--- src/security_supervisor_pkg.sv ---
// package with constants and types for the security supervisor
package security_supervisor_pkg;

  // ***************************************************************
  // sizes
  // ***************************************************************
  localparam int unsigned NUM_DET    = 8;
  localparam int unsigned ADDR_W     = 16;
  localparam int unsigned DATA_W     = 32;
  localparam int unsigned NUM_PART   = 4;

  // ***************************************************************
  // filter timing
  // ***************************************************************
  localparam int unsigned CLK_MHZ         = 200;
  localparam int unsigned RST_FILT_NS     = 50;
  localparam int unsigned RST_FILT_CYC    = (RST_FILT_NS * CLK_MHZ + 999) / 1000;
  localparam int unsigned CLK_MIN_HIGH_NS = 20;
  localparam int unsigned CLK_MIN_CYC     = (CLK_MIN_HIGH_NS * CLK_MHZ + 999) / 1000;
  localparam int unsigned FILT_CNT_W      = 8;

  // ***************************************************************
  // address map of the internal bus
  // ***************************************************************
  localparam logic [ADDR_W-1:0] ROM_BASE   = 16'h0000;
  localparam logic [ADDR_W-1:0] ROM_LIMIT  = 16'h1fff;
  localparam logic [ADDR_W-1:0] FLASH_BASE = 16'h2000;
  localparam logic [ADDR_W-1:0] FLASH_LIM  = 16'h9fff;
  localparam logic [ADDR_W-1:0] TRACE_BASE = 16'h9f00;
  localparam logic [ADDR_W-1:0] RAM_BASE   = 16'ha000;
  localparam logic [ADDR_W-1:0] RAM_LIMIT  = 16'hbfff;
  localparam logic [ADDR_W-1:0] SFR_BASE   = 16'hf000;
  localparam logic [ADDR_W-1:0] SFR_LIMIT  = 16'hf0ff;

  // reset vectors chosen by the boot selection
  localparam logic [ADDR_W-1:0] ROM_VECTOR   = ROM_BASE;
  localparam logic [ADDR_W-1:0] FLASH_VECTOR = FLASH_BASE;

  // value returned by a refused read
  localparam logic [DATA_W-1:0] TRAP_RDATA = 32'h0000_0000;

  // ***************************************************************
  // partition attribute bits and reset defaults
  // ***************************************************************
  localparam int unsigned ATTR_R   = 0;
  localparam int unsigned ATTR_W   = 1;
  localparam int unsigned ATTR_X   = 2;
  localparam int unsigned ATTR_EN  = 3;
  localparam logic [3:0]  ATTR_RST = 4'h0;

  // ***************************************************************
  // types
  // ***************************************************************
  typedef enum logic [1:0] {
    LC_TEST   = 2'b00,
    LC_NORMAL = 2'b01
  } lifecycle_t;

  typedef enum logic [1:0] {
    FR_IDLE  = 2'b00,
    FR_COUNT = 2'b01,
    FR_PASS  = 2'b10
  } filt_state_t;

  typedef enum logic [1:0] {
    RC_NONE     = 2'b00,
    RC_DETECTOR = 2'b01,
    RC_SHIELD   = 2'b10,
    RC_LIFETIME = 2'b11
  } reset_cause_t;

endpackage : security_supervisor_pkg
--- src/mpu_cfg_if.sv ---
// interface carrying partition configuration and access checks
interface mpu_cfg_if;
  import security_supervisor_pkg::*;

  logic [ADDR_W-1:0] base  [NUM_PART];
  logic [ADDR_W-1:0] limit [NUM_PART];
  logic [3:0]        attr  [NUM_PART];
  logic [ADDR_W-1:0] addr;
  logic              wr;
  logic              fetch;
  logic              allow;

  modport cfg (output base, output limit, output attr, output addr, output wr,
               output fetch, input allow);
  modport chk (input base, input limit, input attr, input addr, input wr,
               input fetch, output allow);
endinterface : mpu_cfg_if

--- src/mpu_checker.sv ---
// partition range match and attribute check for user-mode accesses
module mpu_checker
  import security_supervisor_pkg::*;
(
  mpu_cfg_if.chk cfg
);
  import security_supervisor_pkg::*;

  // ***************************************************************
  // partition match
  // ***************************************************************
  // first enabled partition that covers the address decides; none denies
  always_comb begin
    cfg.allow = 1'b0;
    for (int i = NUM_PART - 1; i >= 0; i--) begin
      if (cfg.attr[i][ATTR_EN] && cfg.addr >= cfg.base[i] &&
          cfg.addr <= cfg.limit[i]) begin
        cfg.allow = cfg.fetch ? cfg.attr[i][ATTR_X] :
                    cfg.wr    ? cfg.attr[i][ATTR_W] : cfg.attr[i][ATTR_R];
      end
    end
  end

endmodule : mpu_checker

--- src/pulse_filter.sv ---
// glitch and high-frequency filter for one external pad input
module pulse_filter
  import security_supervisor_pkg::*;
#(
  parameter logic [FILT_CNT_W-1:0] MIN_CYC = FILT_CNT_W'(RST_FILT_CYC)
) (
  input  wire logic clk,
  input  wire logic sys_rst,
  input  wire logic clk_en,
  input  wire logic pad_in,
  output logic      filt_out
);
  import security_supervisor_pkg::*;

  typedef struct packed {
    logic                  sync1;
    logic                  sync2;
    filt_state_t           st;
    logic [FILT_CNT_W-1:0] cnt;
    logic                  level;
  } filt_regs_t;

  filt_regs_t r_q;
  filt_regs_t r_d;

  // ***************************************************************
  // pulse width qualification
  // ***************************************************************
  // a new level is only accepted after it held for MIN_CYC cycles
  always_comb begin
    r_d       = r_q;
    r_d.sync1 = pad_in;
    r_d.sync2 = r_q.sync1;
    case (r_q.st)
      FR_IDLE: begin
        if (r_q.sync2 != r_q.level) begin
          r_d.st  = FR_COUNT;
          r_d.cnt = FILT_CNT_W'(1);
        end
      end
      FR_COUNT: begin
        if (r_q.sync2 == r_q.level) begin
          r_d.st = FR_IDLE; // glitch, drop it
        end else if (r_q.cnt >= MIN_CYC) begin
          r_d.st = FR_PASS;
        end else begin
          r_d.cnt = r_q.cnt + FILT_CNT_W'(1);
        end
      end
      FR_PASS: begin
        r_d.level = r_q.sync2;
        r_d.st    = FR_IDLE;
      end
      default: r_d.st = FR_IDLE;
    endcase
  end

  always_ff @(posedge clk or posedge sys_rst) begin
    if (sys_rst) begin
      r_q <= '0;
    end else if (clk_en) begin
      r_q <= r_d;
    end
  end

  assign filt_out = r_q.level;

endmodule : pulse_filter

--- src/security_supervisor.sv ---
// security supervisor: detectors, pad filters, access control, lifecycle
module security_supervisor
  import security_supervisor_pkg::*;
#(
  parameter logic [DATA_W-1:0] TEST_PASSWORD = 32'h5a5a_c3c3 // arbitrary value
) (
  input  wire logic                           clk,
  input  wire logic                           sys_rst,
  input  wire logic                           clk_en,
  // external pads
  input  wire logic                           ext_rst_pad,
  input  wire logic                           ext_clk_pad,
  output logic                                ext_rst_filt,
  output logic                                ext_clk_filt,
  // detectors
  input  wire logic [security_supervisor_pkg::NUM_DET-1:0] det_in,
  input  wire logic [security_supervisor_pkg::NUM_DET-1:0] det_alive,
  input  wire logic                           shield_breach,
  output logic [security_supervisor_pkg::NUM_DET-1:0]      det_status,
  output logic                                det_flag,
  output logic                                lifetime_flag,
  output logic                                chip_reset,
  output logic                                core_halt,
  output security_supervisor_pkg::reset_cause_t            reset_cause,
  // control from core
  input  wire logic                           priv,
  input  wire logic [security_supervisor_pkg::NUM_DET-1:0] react_cfg_wdata,
  input  wire logic                           react_cfg_we,
  input  wire logic [security_supervisor_pkg::NUM_DET-1:0] det_clear,
  input  wire logic                           opmode_wdata,
  input  wire logic                           opmode_we,
  input  wire logic                           flash_wp_wdata,
  input  wire logic                           flash_wp_we,
  input  wire logic [1:0]                     part_sel,
  input  wire logic [security_supervisor_pkg::ADDR_W-1:0]  part_base_wdata,
  input  wire logic [security_supervisor_pkg::ADDR_W-1:0]  part_limit_wdata,
  input  wire logic [3:0]                     part_attr_wdata,
  input  wire logic                           part_we,
  output logic [security_supervisor_pkg::NUM_DET-1:0]      react_cfg,
  output logic                                operating_mode_select,
  output logic                                flash_wp,
  output logic [security_supervisor_pkg::ADDR_W-1:0]       boot_vector,
  output logic                                cfg_refused,
  // lifecycle
  input  wire logic [security_supervisor_pkg::DATA_W-1:0]  test_pwd,
  input  wire logic                           test_pwd_valid,
  input  wire logic                           go_normal,
  input  wire logic                           test_cmd,
  output logic                                test_mode,
  output logic                                test_cmd_accept,
  // internal bus request from core
  input  wire logic                           bus_req,
  input  wire logic                           bus_wr,
  input  wire logic                           bus_fetch,
  input  wire logic [security_supervisor_pkg::ADDR_W-1:0]  bus_addr,
  input  wire logic [security_supervisor_pkg::DATA_W-1:0]  bus_rdata_mem,
  output logic                                bus_grant,
  output logic [security_supervisor_pkg::DATA_W-1:0]       bus_rdata,
  output logic                                bus_trap,
  output logic                                invalid_addr
);
  import security_supervisor_pkg::*;

  typedef struct packed {
    logic [NUM_DET-1:0]   det_sync1;
    logic [NUM_DET-1:0]   det_sync2;
    logic [NUM_DET-1:0]   alive_sync1;
    logic [NUM_DET-1:0]   alive_sync2;
    logic [NUM_DET-1:0]   alive_prev;
    logic [1:0]           alive_arm;
    logic                 shield_sync1;
    logic                 shield_sync2;
    logic [NUM_DET-1:0]   status;
    logic [NUM_DET-1:0]   react;
    logic                 lifetime;
    logic                 halt;
    logic                 rst_pulse;
    reset_cause_t         cause;
    logic                 opmode;
    logic                 wp;
    logic                 refused;
    lifecycle_t           lc;
    logic                 test_ok;
    logic                 cmd_ok;
    logic                 grant;
    logic                 trap;
    logic                 invalid;
    logic [DATA_W-1:0]    rdata;
    logic [NUM_PART-1:0][ADDR_W-1:0] base;
    logic [NUM_PART-1:0][ADDR_W-1:0] limit;
    logic [NUM_PART-1:0][3:0]        attr;
  } sup_regs_t;

  sup_regs_t r_q;
  sup_regs_t r_d;

  mpu_cfg_if mpu ();

  // ***************************************************************
  // pad filters
  // ***************************************************************
  pulse_filter #(.MIN_CYC(FILT_CNT_W'(RST_FILT_CYC))) u_rst_filt (
    .clk      (clk),
    .sys_rst  (sys_rst),
    .clk_en   (clk_en),
    .pad_in   (ext_rst_pad),
    .filt_out (ext_rst_filt)
  );

  pulse_filter #(.MIN_CYC(FILT_CNT_W'(CLK_MIN_CYC))) u_clk_filt (
    .clk      (clk),
    .sys_rst  (sys_rst),
    .clk_en   (clk_en),
    .pad_in   (ext_clk_pad),
    .filt_out (ext_clk_filt)
  );

  // ***************************************************************
  // partition checker
  // ***************************************************************
  for (genvar i = 0; i < NUM_PART; i++) begin : g_part
    assign mpu.base[i]  = r_q.base[i];
    assign mpu.limit[i] = r_q.limit[i];
    assign mpu.attr[i]  = r_q.attr[i];
  end
  assign mpu.addr  = bus_addr;
  assign mpu.wr    = bus_wr;
  assign mpu.fetch = bus_fetch;

  mpu_checker u_mpu (
    .cfg (mpu)
  );

  // ***************************************************************
  // address classification
  // ***************************************************************
  logic in_rom;
  logic in_flash;
  logic in_ram;
  logic in_sfr;
  logic in_trace;
  logic mapped;
  logic prohibited;

  always_comb begin
    in_rom   = bus_addr <= ROM_LIMIT;
    in_flash = bus_addr >= FLASH_BASE && bus_addr <= FLASH_LIM;
    in_trace = bus_addr >= TRACE_BASE && bus_addr <= FLASH_LIM;
    in_ram   = bus_addr >= RAM_BASE && bus_addr <= RAM_LIMIT;
    in_sfr   = bus_addr >= SFR_BASE && bus_addr <= SFR_LIMIT;
    mapped   = in_rom | in_flash | in_ram | in_sfr;
    prohibited = 1'b0;
    // rom is only reachable when booting from rom
    if (in_rom && !r_q.opmode) begin
      prohibited = 1'b1;
    end
    if (in_sfr && !priv) begin
      prohibited = 1'b1;
    end
    if (bus_wr && in_flash && r_q.wp) begin
      prohibited = 1'b1;
    end
    if (bus_wr && in_trace && r_q.lc == LC_NORMAL) begin
      prohibited = 1'b1;
    end
    if (!priv && (in_flash || in_ram) && !mpu.allow) begin
      prohibited = 1'b1;
    end
  end

  // ***************************************************************
  // next state
  // ***************************************************************
  logic [NUM_DET-1:0] det_fire;
  logic               cfg_ok;

  always_comb begin
    r_d = r_q;
    r_d.det_sync1    = det_in;
    r_d.det_sync2    = r_q.det_sync1;
    r_d.alive_sync1  = det_alive;
    r_d.alive_sync2  = r_q.alive_sync1;
    r_d.alive_prev   = r_q.alive_sync2;
    r_d.shield_sync1 = shield_breach;
    r_d.shield_sync2 = r_q.shield_sync1;
    cfg_ok = priv;

    // detection is unconditional; clear only in privileged mode, set wins
    det_fire = r_q.det_sync2;
    r_d.status = (r_q.status & ~(priv ? det_clear : '0)) | det_fire;

    // reaction choice: bit high selects reset, low selects flag
    r_d.rst_pulse = |(det_fire & r_q.react);
    if (|(det_fire & r_q.react)) begin
      r_d.cause = RC_DETECTOR;
    end

    // alive lines must toggle every cycle; a stuck one means tampering.
    // the compare waits until two real samples sit in the chain, since
    // the zeros left by reset would look like a stuck line
    if (r_q.alive_arm != 2'h3) begin
      r_d.alive_arm = r_q.alive_arm + 2'h1;
    end
    if (r_q.alive_arm == 2'h3 && (r_q.alive_sync2 ~^ r_q.alive_prev) != '0) begin
      r_d.lifetime = 1'b1;
      r_d.cause    = RC_LIFETIME;
    end else if (priv && r_q.lifetime && det_clear[0]) begin
      r_d.lifetime = 1'b0;
    end

    // shield breach halts the core until the next power-on reset
    if (r_q.shield_sync2) begin
      r_d.halt  = 1'b1;
      r_d.cause = RC_SHIELD;
    end

    // privileged configuration writes
    r_d.refused = 1'b0;
    if (react_cfg_we || opmode_we || flash_wp_we || part_we) begin
      r_d.refused = !cfg_ok;
    end
    if (cfg_ok && react_cfg_we) begin
      r_d.react = react_cfg_wdata;
    end
    if (cfg_ok && opmode_we) begin
      r_d.opmode = opmode_wdata;
    end
    if (cfg_ok && flash_wp_we) begin
      r_d.wp = flash_wp_wdata;
    end
    if (cfg_ok && part_we) begin
      r_d.base[part_sel]  = part_base_wdata;
      r_d.limit[part_sel] = part_limit_wdata;
      r_d.attr[part_sel]  = part_attr_wdata;
    end

    // lifecycle: password gates test entry, normal is terminal
    case (r_q.lc)
      LC_TEST: begin
        if (test_pwd_valid) begin
          r_d.test_ok = (test_pwd == TEST_PASSWORD);
        end
        if (go_normal && r_q.test_ok) begin
          r_d.lc      = LC_NORMAL;
          r_d.test_ok = 1'b0;
        end
      end
      LC_NORMAL: begin
        r_d.lc      = LC_NORMAL;
        r_d.test_ok = 1'b0;
      end
      default: r_d.lc = LC_NORMAL;
    endcase
    r_d.cmd_ok = test_cmd && r_q.lc == LC_TEST && r_q.test_ok;

    // bus answer, one cycle after the request
    r_d.grant   = bus_req && mapped && !prohibited && !r_q.halt;
    r_d.trap    = bus_req && mapped && (prohibited || r_q.halt);
    r_d.invalid = bus_req && !mapped;
    r_d.rdata   = (bus_req && mapped && !prohibited && !r_q.halt && !bus_wr) ?
                  bus_rdata_mem : TRAP_RDATA;
  end

  // ***************************************************************
  // state register
  // ***************************************************************
  // reset cause lives on through the detector-triggered reset since
  // that reset goes to the rest of the chip, not to this block
  always_ff @(posedge clk or posedge sys_rst) begin
    if (sys_rst) begin
      r_q <= '0;
      r_q.opmode <= 1'b1; // boot from rom by default
      r_q.wp     <= 1'b1;
      for (int i = 0; i < NUM_PART; i++) begin
        r_q.attr[i] <= ATTR_RST;
      end
    end else if (clk_en) begin
      r_q <= r_d;
    end
  end

  // ***************************************************************
  // outputs
  // ***************************************************************
  assign det_status            = r_q.status;
  assign det_flag              = |(r_q.status & ~r_q.react);
  assign lifetime_flag         = r_q.lifetime;
  assign chip_reset            = r_q.rst_pulse;
  assign core_halt             = r_q.halt;
  assign reset_cause           = r_q.cause;
  assign react_cfg             = r_q.react;
  assign operating_mode_select = r_q.opmode;
  assign flash_wp              = r_q.wp;
  assign boot_vector           = r_q.opmode ? ROM_VECTOR : FLASH_VECTOR;
  assign cfg_refused           = r_q.refused;
  assign test_mode             = r_q.lc == LC_TEST && r_q.test_ok;
  assign test_cmd_accept       = r_q.cmd_ok;
  assign bus_grant             = r_q.grant;
  assign bus_rdata             = r_q.rdata;
  assign bus_trap              = r_q.trap;
  assign invalid_addr          = r_q.invalid;

endmodule : security_supervisor

--- config.mk ---
export PLATFORM = sky130hd
export DESIGN_NAME = security_supervisor
export DESIGN_NICKNAME = d
export VERILOG_FILES = /design/src/security_supervisor_pkg.sv /design/src/mpu_cfg_if.sv /design/src/mpu_checker.sv /design/src/pulse_filter.sv /design/src/security_supervisor.sv
export SDC_FILE = /design/constraint.sdc
export NUM_CORES = 1
export LEC_CHECK = 0
export ABC_AREA = 1
export BUFFER_PORTS_ARGS = -buffer_cell sky130_fd_sc_hd__buf_4
export CORE_MARGIN = 8
export CORE_UTILIZATION = 35
export DETAILED_ROUTE_END_ITERATION = 16
export SETUP_SLACK_MARGIN = 0.5
export SLEW_MARGIN = 20
export SYNTH_ARGS = -nofsm -noshare
export SYNTH_HDL_FRONTEND = slang
export SYNTH_SLANG_ARGS = --single-unit
export TNS_END_PERCENT = 20
--- constraint.sdc ---
create_clock -name clk -period 8.77 [get_ports clk]
set_clock_uncertainty 0.1 [all_clocks]
set_input_delay 0 -clock clk [delete_from_list [all_inputs] [get_ports clk]]
set_output_delay 0 -clock clk [all_outputs]
set_load 0.02 [all_outputs]
* Word-level counts from Yosys, hierarchy flattened
Cells that the tools add are included.
** Operators by class
- $add $sub $neg :: 3
- Eq/ne operators :: 22
- Muxes and demuxes :: 51
- Reductions and logical operators :: 77
- $lt $le $gt $ge :: 20
- Bitwise gates (word level) :: 10
** Operators with widths (number)
- 64-bit bitwise mux :: 2
- 16-bit >= comparator :: 4
- 16-bit less-or-equal comparator :: 4
- 16-bit >= comparator, second input constant :: 3
- 16-bit less-or-equal comparator, second input constant :: 3
- 8-bit two-way mux :: 5
- 1-bit logical AND :: 38
- 16-bit demux with 2-bit select :: 1
- 32-bit by 31-bit == test with 1-bit output, second input constant :: 1
- 32-bit two-way mux :: 1
- 8-bit case mux with 2 select lines :: 2
- 8-bit AND :: 3
- 2-bit AND reduction :: 11
- 1-bit two-way mux :: 21
- 10-bit two-way mux :: 2
- 8-bit by 1-bit adder with 8-bit output, second input constant :: 2
- 16-bit bitwise mux :: 1
- 16-bit by 14-bit >= comparator with 1-bit output, second input constant :: 1
- 16-bit by 13-bit less-or-equal comparator with 1-bit output, second input constant :: 1
- 16-bit two-way mux :: 1
- 2-bit two-way mux :: 8
- 8-bit inverter :: 2
- 8-bit OR reduction :: 2
- 14-bit two-way mux :: 1
- other kinds (29) :: 63
** Word-level totals
- Word-level logic and storage cells :: 229
- Input bits :: 169
- Output and inout bits :: 80
- Bits in registers :: 277

* Logic depth before layout (Yosys ltp)
- Depth after elaboration :: 15
- Gate-level depth with buffers :: 21
- Gate-level depth less buffers :: 21

* Cells and area by module
A second synthesis with hierarchy kept.
** Unflattened totals
- Cells, all modules :: 1958
- Area, all modules :: 15611.2 um2
** Modules (own cells, without submodules)
- security_supervisor :: cells each 1206, area each 10676.5 um2, instances 1, sequential area each 6258.5 um2
- mpu_checker :: cells each 581, area each 3552.2 um2, instances 1, sequential area each 0.0 um2
- pulse_filter at u_rst_filt :: cells each 93, area each 715.7 um2, instances 1, sequential area each 325.3 um2
- pulse_filter at u_clk_filt :: cells each 78, area each 666.9 um2, instances 1, sequential area each 325.3 um2

* Worst setup path after synthesis
No wires, ideal clock.
- Path type :: register -> register
- Start point :: register r_q (netlist bit mpu.base[31])
- End point :: register r_q (netlist bit bus_rdata[0])
- Stages on the path, launching flop included :: 17
- Setup time :: 0.118 ns
- Slack :: 6.863 ns
- Period minus slack after synthesis :: 1.907 ns
- Required time :: 8.552 ns
- Arrival :: 1.689 ns
- Buffers on the path :: 1
- Cells stage by stage :: dfrtp_1 -> inv_1 -> ha_1 -> nand2_1 -> o21bai_1 -> nand2_1 -> a21oi_2 -> nand3_2 -> nand3_1 -> nand2_1 -> nand2_1 -> nand2_1 -> nand3_2 -> nand2_4 -> buf_6 -> nand4_1 -> nand2_1
** Between the ends
- Word-level cells in the longest chain between the ends :: 14
** RTL lines
- start, declared :: line security_supervisor.sv:94 : sup_regs_t r_q;
- start signal, assigned :: line security_supervisor.sv:278 : r_q <= r_d;
- 16-bit >= comparator :: line mpu_checker.sv:16 : if (cfg.attr[i][ATTR_EN] && cfg.addr >= cfg.base[i] &&
- 1-bit logical AND (2 in series) :: line mpu_checker.sv:16
- 1-bit two-way mux (3 in series) :: line mpu_checker.sv:16
- 1-bit logical NOT :: line security_supervisor.sv:166 : if (!priv && (in_flash || in_ram) && !mpu.allow) begin
- 1-bit logical AND :: line security_supervisor.sv:166
- 1-bit two-way mux :: line security_supervisor.sv:166
- 1-bit logical NOT :: line security_supervisor.sv:260 : r_d.rdata = (bus_req && mapped && !prohibited && !r_q.halt && !bus_wr) ?
- 1-bit logical AND (3 in series) :: line security_supervisor.sv:260
- 32-bit two-way mux :: line security_supervisor.sv:260
Every way passes these cells.
A chain may end at the register's enable or synchronous reset.

* Final worst setup path
- Start point :: input clk_en
- End point :: register r_q (netlist bit react_cfg[4])
** Between the ends
- Word-level cells in the longest chain between the ends :: 1
** RTL lines
- start, declared :: line security_supervisor.sv:9 : input wire logic clk_en,
- 2-bit AND reduction (no source line)
Every way passes these cells.

==> reports/qor.yml <==
status: "complete, no violations"
hold_depth: 4
netlist_top_cells_area: "dfrtp_1 (45%), nand2_1 (12%), ha_1 (11%)"
avgSynthCellArea_um2: 8.14
final_nets: 2507
dieArea_um2: 50200
synth-seq-area-share_pct: 45.6
routabilityCongestion: 0.815
drt-initial-drc-count: 928
cts_root_buf: "clkbuf_16"
crit_buf_inv: 5
syn_to_final_growth_pct: 31.4
cts-htree-levels: 2
min-delay-start: "bus_wr"
r2r_cells: 15
synth_top_cell_by_area: "dfrtp_1"
yosys_warnings: 0
critPathMaxStageDelay_ns: 0.67
critPathMaxFanout: 92
setup_viol: 0
grt_pass1_wl_um: 70300
post_drt_wl_per_cell_um: 15.4
num_io_pins: 249
syn-cell-area_um2: 15200
rsz0062_at_grt: "false"
max-vdd-ir-drop_mv: 0.149
yosys_most_used_dff: "dfrtp_1"
holdPathEnd: "bus_rdata[18]"
cp_cell_sequence: "dlygate4sd3_1 -> buf_4 -> nand2_1 -> clkinv_1 -> nand2_1 -> nor2_1 -> dlygate4sd3_1 -> a21oi_1 -> dlygate4sd3_1"
worst_pin_slew_ns: 1.12
vias_per_cell: 4.72
synth_edf_count: 0
synth_top_area_share_pct: 45.2
clockBufferDepth: 3
drive_above_1_share_pct: 14.6
insertion_delay_ns: 0.53
crit_slowest_cell: "buf_4"
layout_min_cycle_time_ns: 3.33
grt_usage_pct: 17.2
syn_inst: 1863
cp_common_cell: "dlygate4sd3_1"
p_per_area_nw_per_um2: 203
drv_cap: 0
synth_cell_types: 43
fin_crit_sh_pct: 37.9
cp-start-kind: "input pin"
die_y_um: 224
final_cells: 2816
critPathTopFamily: "buffers and inverters"
drt_pass1_iterations: 7
dpl.hpwl_um: 29500
antenna_found_initial: 3
rrSetupSlack_ns: 6.10
power_mw: 4.05
grt_pass1_vias: 13400
critPathArrivalTime_ns: 3.64
cts_tree: "built"
final_common_cell: "nand2_1"
die_w_um: 224
finalMaxSlewViolations: 0
cts_buffers: 35
start_util_pct: 35.4
hold_class: "input pin to flip-flop"
fmax_ghz: 0.301
rr_endpoint: "bus_trap"
final_cell_mix: "nand2_1 (502), inv_1 (293), dfrtp_1 (274), buf_4 (238), o21ai_0 (212)"
routed-via-count: 13300
drt_drc_violations_left: 0
ys_seq_elements: 276
fin_tns_setup_ns: 0
overflow: 0
r2r-start: "mpu.base[47]"
drt_wl_total_um: 43300
crit_type: "input pin to flip-flop"
cts_setup_buffers: 0
row_count: 76
antenna_left: 0
crit_path_end_kind: "flip-flop"
async_flop_share_pct: 100
holdWs_ns: 0.0328
port_buffers: 233
core-area_um2: 42900
crit_start: "clk_en"
grt_max_degree: 174
cts_sinks: 276
dp_cells: 2578
p_leak_nw: 10.4
hold_violations: 0
clk_pin_slew_ns: 0.06
relSlewSlack_pct: 25.0
required_ns: 9.08
fillCellCount: 4083
[layer usage]
metal / share of wire [%] / routed length [um] / global-route usage [%] / vias to the layer above
met5: 0.053 / 23 / 0 / -
met3: 6.5 / 2830 / 3.65 / 72
met4: 2.5 / 1070 / 5.61 / 4
li1: - / - / - / 6550
met1: 44 / 19200 / 22.2 / 6283
met2: 47 / 20200 / 28.5 / 394
[registers in the layout (all words and copies together) (netlist names), 11 cells and up]
register / count
bus_rdata: 32
mpu.attr: 16
mpu.base: 64
mpu.limit: 64
r_d: 25
r_q: 13
u_clk_filt.r_q: 11
u_rst_filt.r_q: 11
[what timing repair did]
item | CTS | global route
setup endpoints to repair | 0 | 0
hold endpoints to repair | 339 | 0
hold buffers | 175 | 0
gates resized for setup | 0 | 0
[area by class of cell]
| type | count | area [um^2] | share of cell area (%) |
|---|---|---|---|
| flip-flops and latches | 276 | 6910 | 34.7 |
| multi-input cells | 1176 | 6390 | 32.1 |
| repair buffers | 415 | 3570 | 17.9 |
| inverters | 301 | 1140 | 5.71 |
| clock buffers | 51 | 1030 | 5.15 |
| well taps | 585 | 732 | 3.67 |
| clock inverters | 11 | 155 | 0.778 |
| diodes | 1 | 2.50 | 0.0126 |
[cells by family after synthesis]
family | count (synthesis) | synth area share, %
other cells | 1 | 0.0247
compound gates | 310 | 10.7
flops | 276 | 45.6
simple gates | 710 | 19.5
xor+xnor | 2 | 0.116
mux | 6 | 0.445
buf+inv | 425 | 12.8
fa+ha+maj | 133 | 11.0
[worst reg2reg max path, stage by stage (launching register included)]
cell,delay (ns)
dfrtp_1,0.35
inv_1,0.05
ha_1,0.29
nand2_1,0.07
inv_1,0.06
nand3_2,0.06
nor3_1,0.40
nand2_1,0.11
nand3_1,0.18
nand3_1,0.11
nand2_1,0.09
nand3_2,0.08
nand2_4,0.32
nand2_1,0.14
nand2_1,0.09
nand2_1,0.06
[power by group]
part / switching (mW) / internal, mW / leakage (nW)
clock: 0.563 / 0.905 / 0.577
sequential: 0.130 / 1.48 / 3.51
combinational: 0.547 / 0.423 / 6.32
total: 1.24 / 2.81 / 10.4
[synth_stat cells, types with 3 or more instances]
cell type      number
a21o_1              4
a21oi_1            72
a221oi_1            4
buf_1               5
buf_4              73
buf_6               4
clkbuf_1           34
dfrtp_1           274
dlygate4sd1_1       3
dlygate4sd3_1       3
ha_1              133
inv_1             295
inv_2               4
mux2_2              6
nand2_1           504
nand3_1            29
nand3_2             4
nand4_1            49
nor2_1             93
nor3_1             11
nor3_2              5
nor4_1             11
o21a_1              3
o21ai_0           212
o21bai_1            4
o22ai_1             3
[through the flow]
step	util (%)	setup WS [ns]	instance area, um^2
floorplan	-	1.06	15200
global placement	39.6	6.15	17000
detailed placement	39.6	6.14	17000
CTS	46.5	5.53	19900
global route	46.5	5.22	19900
finish	46.5	5.44	19900
[worst max-delay path by stage]
stage | endpoint | slack, ns | cells past startpoint
after detailed placement | bus_trap | 6.14 | 15
after global routing | react_cfg[2] | 5.22 | 9
after floorplan | bus_grant | 1.06 | 1
after CTS | react_cfg[2] | 5.53 | 9
after global placement | bus_trap | 6.15 | 15
final | react_cfg[4] | 5.44 | 9
(Power assumes the default switching activity.)
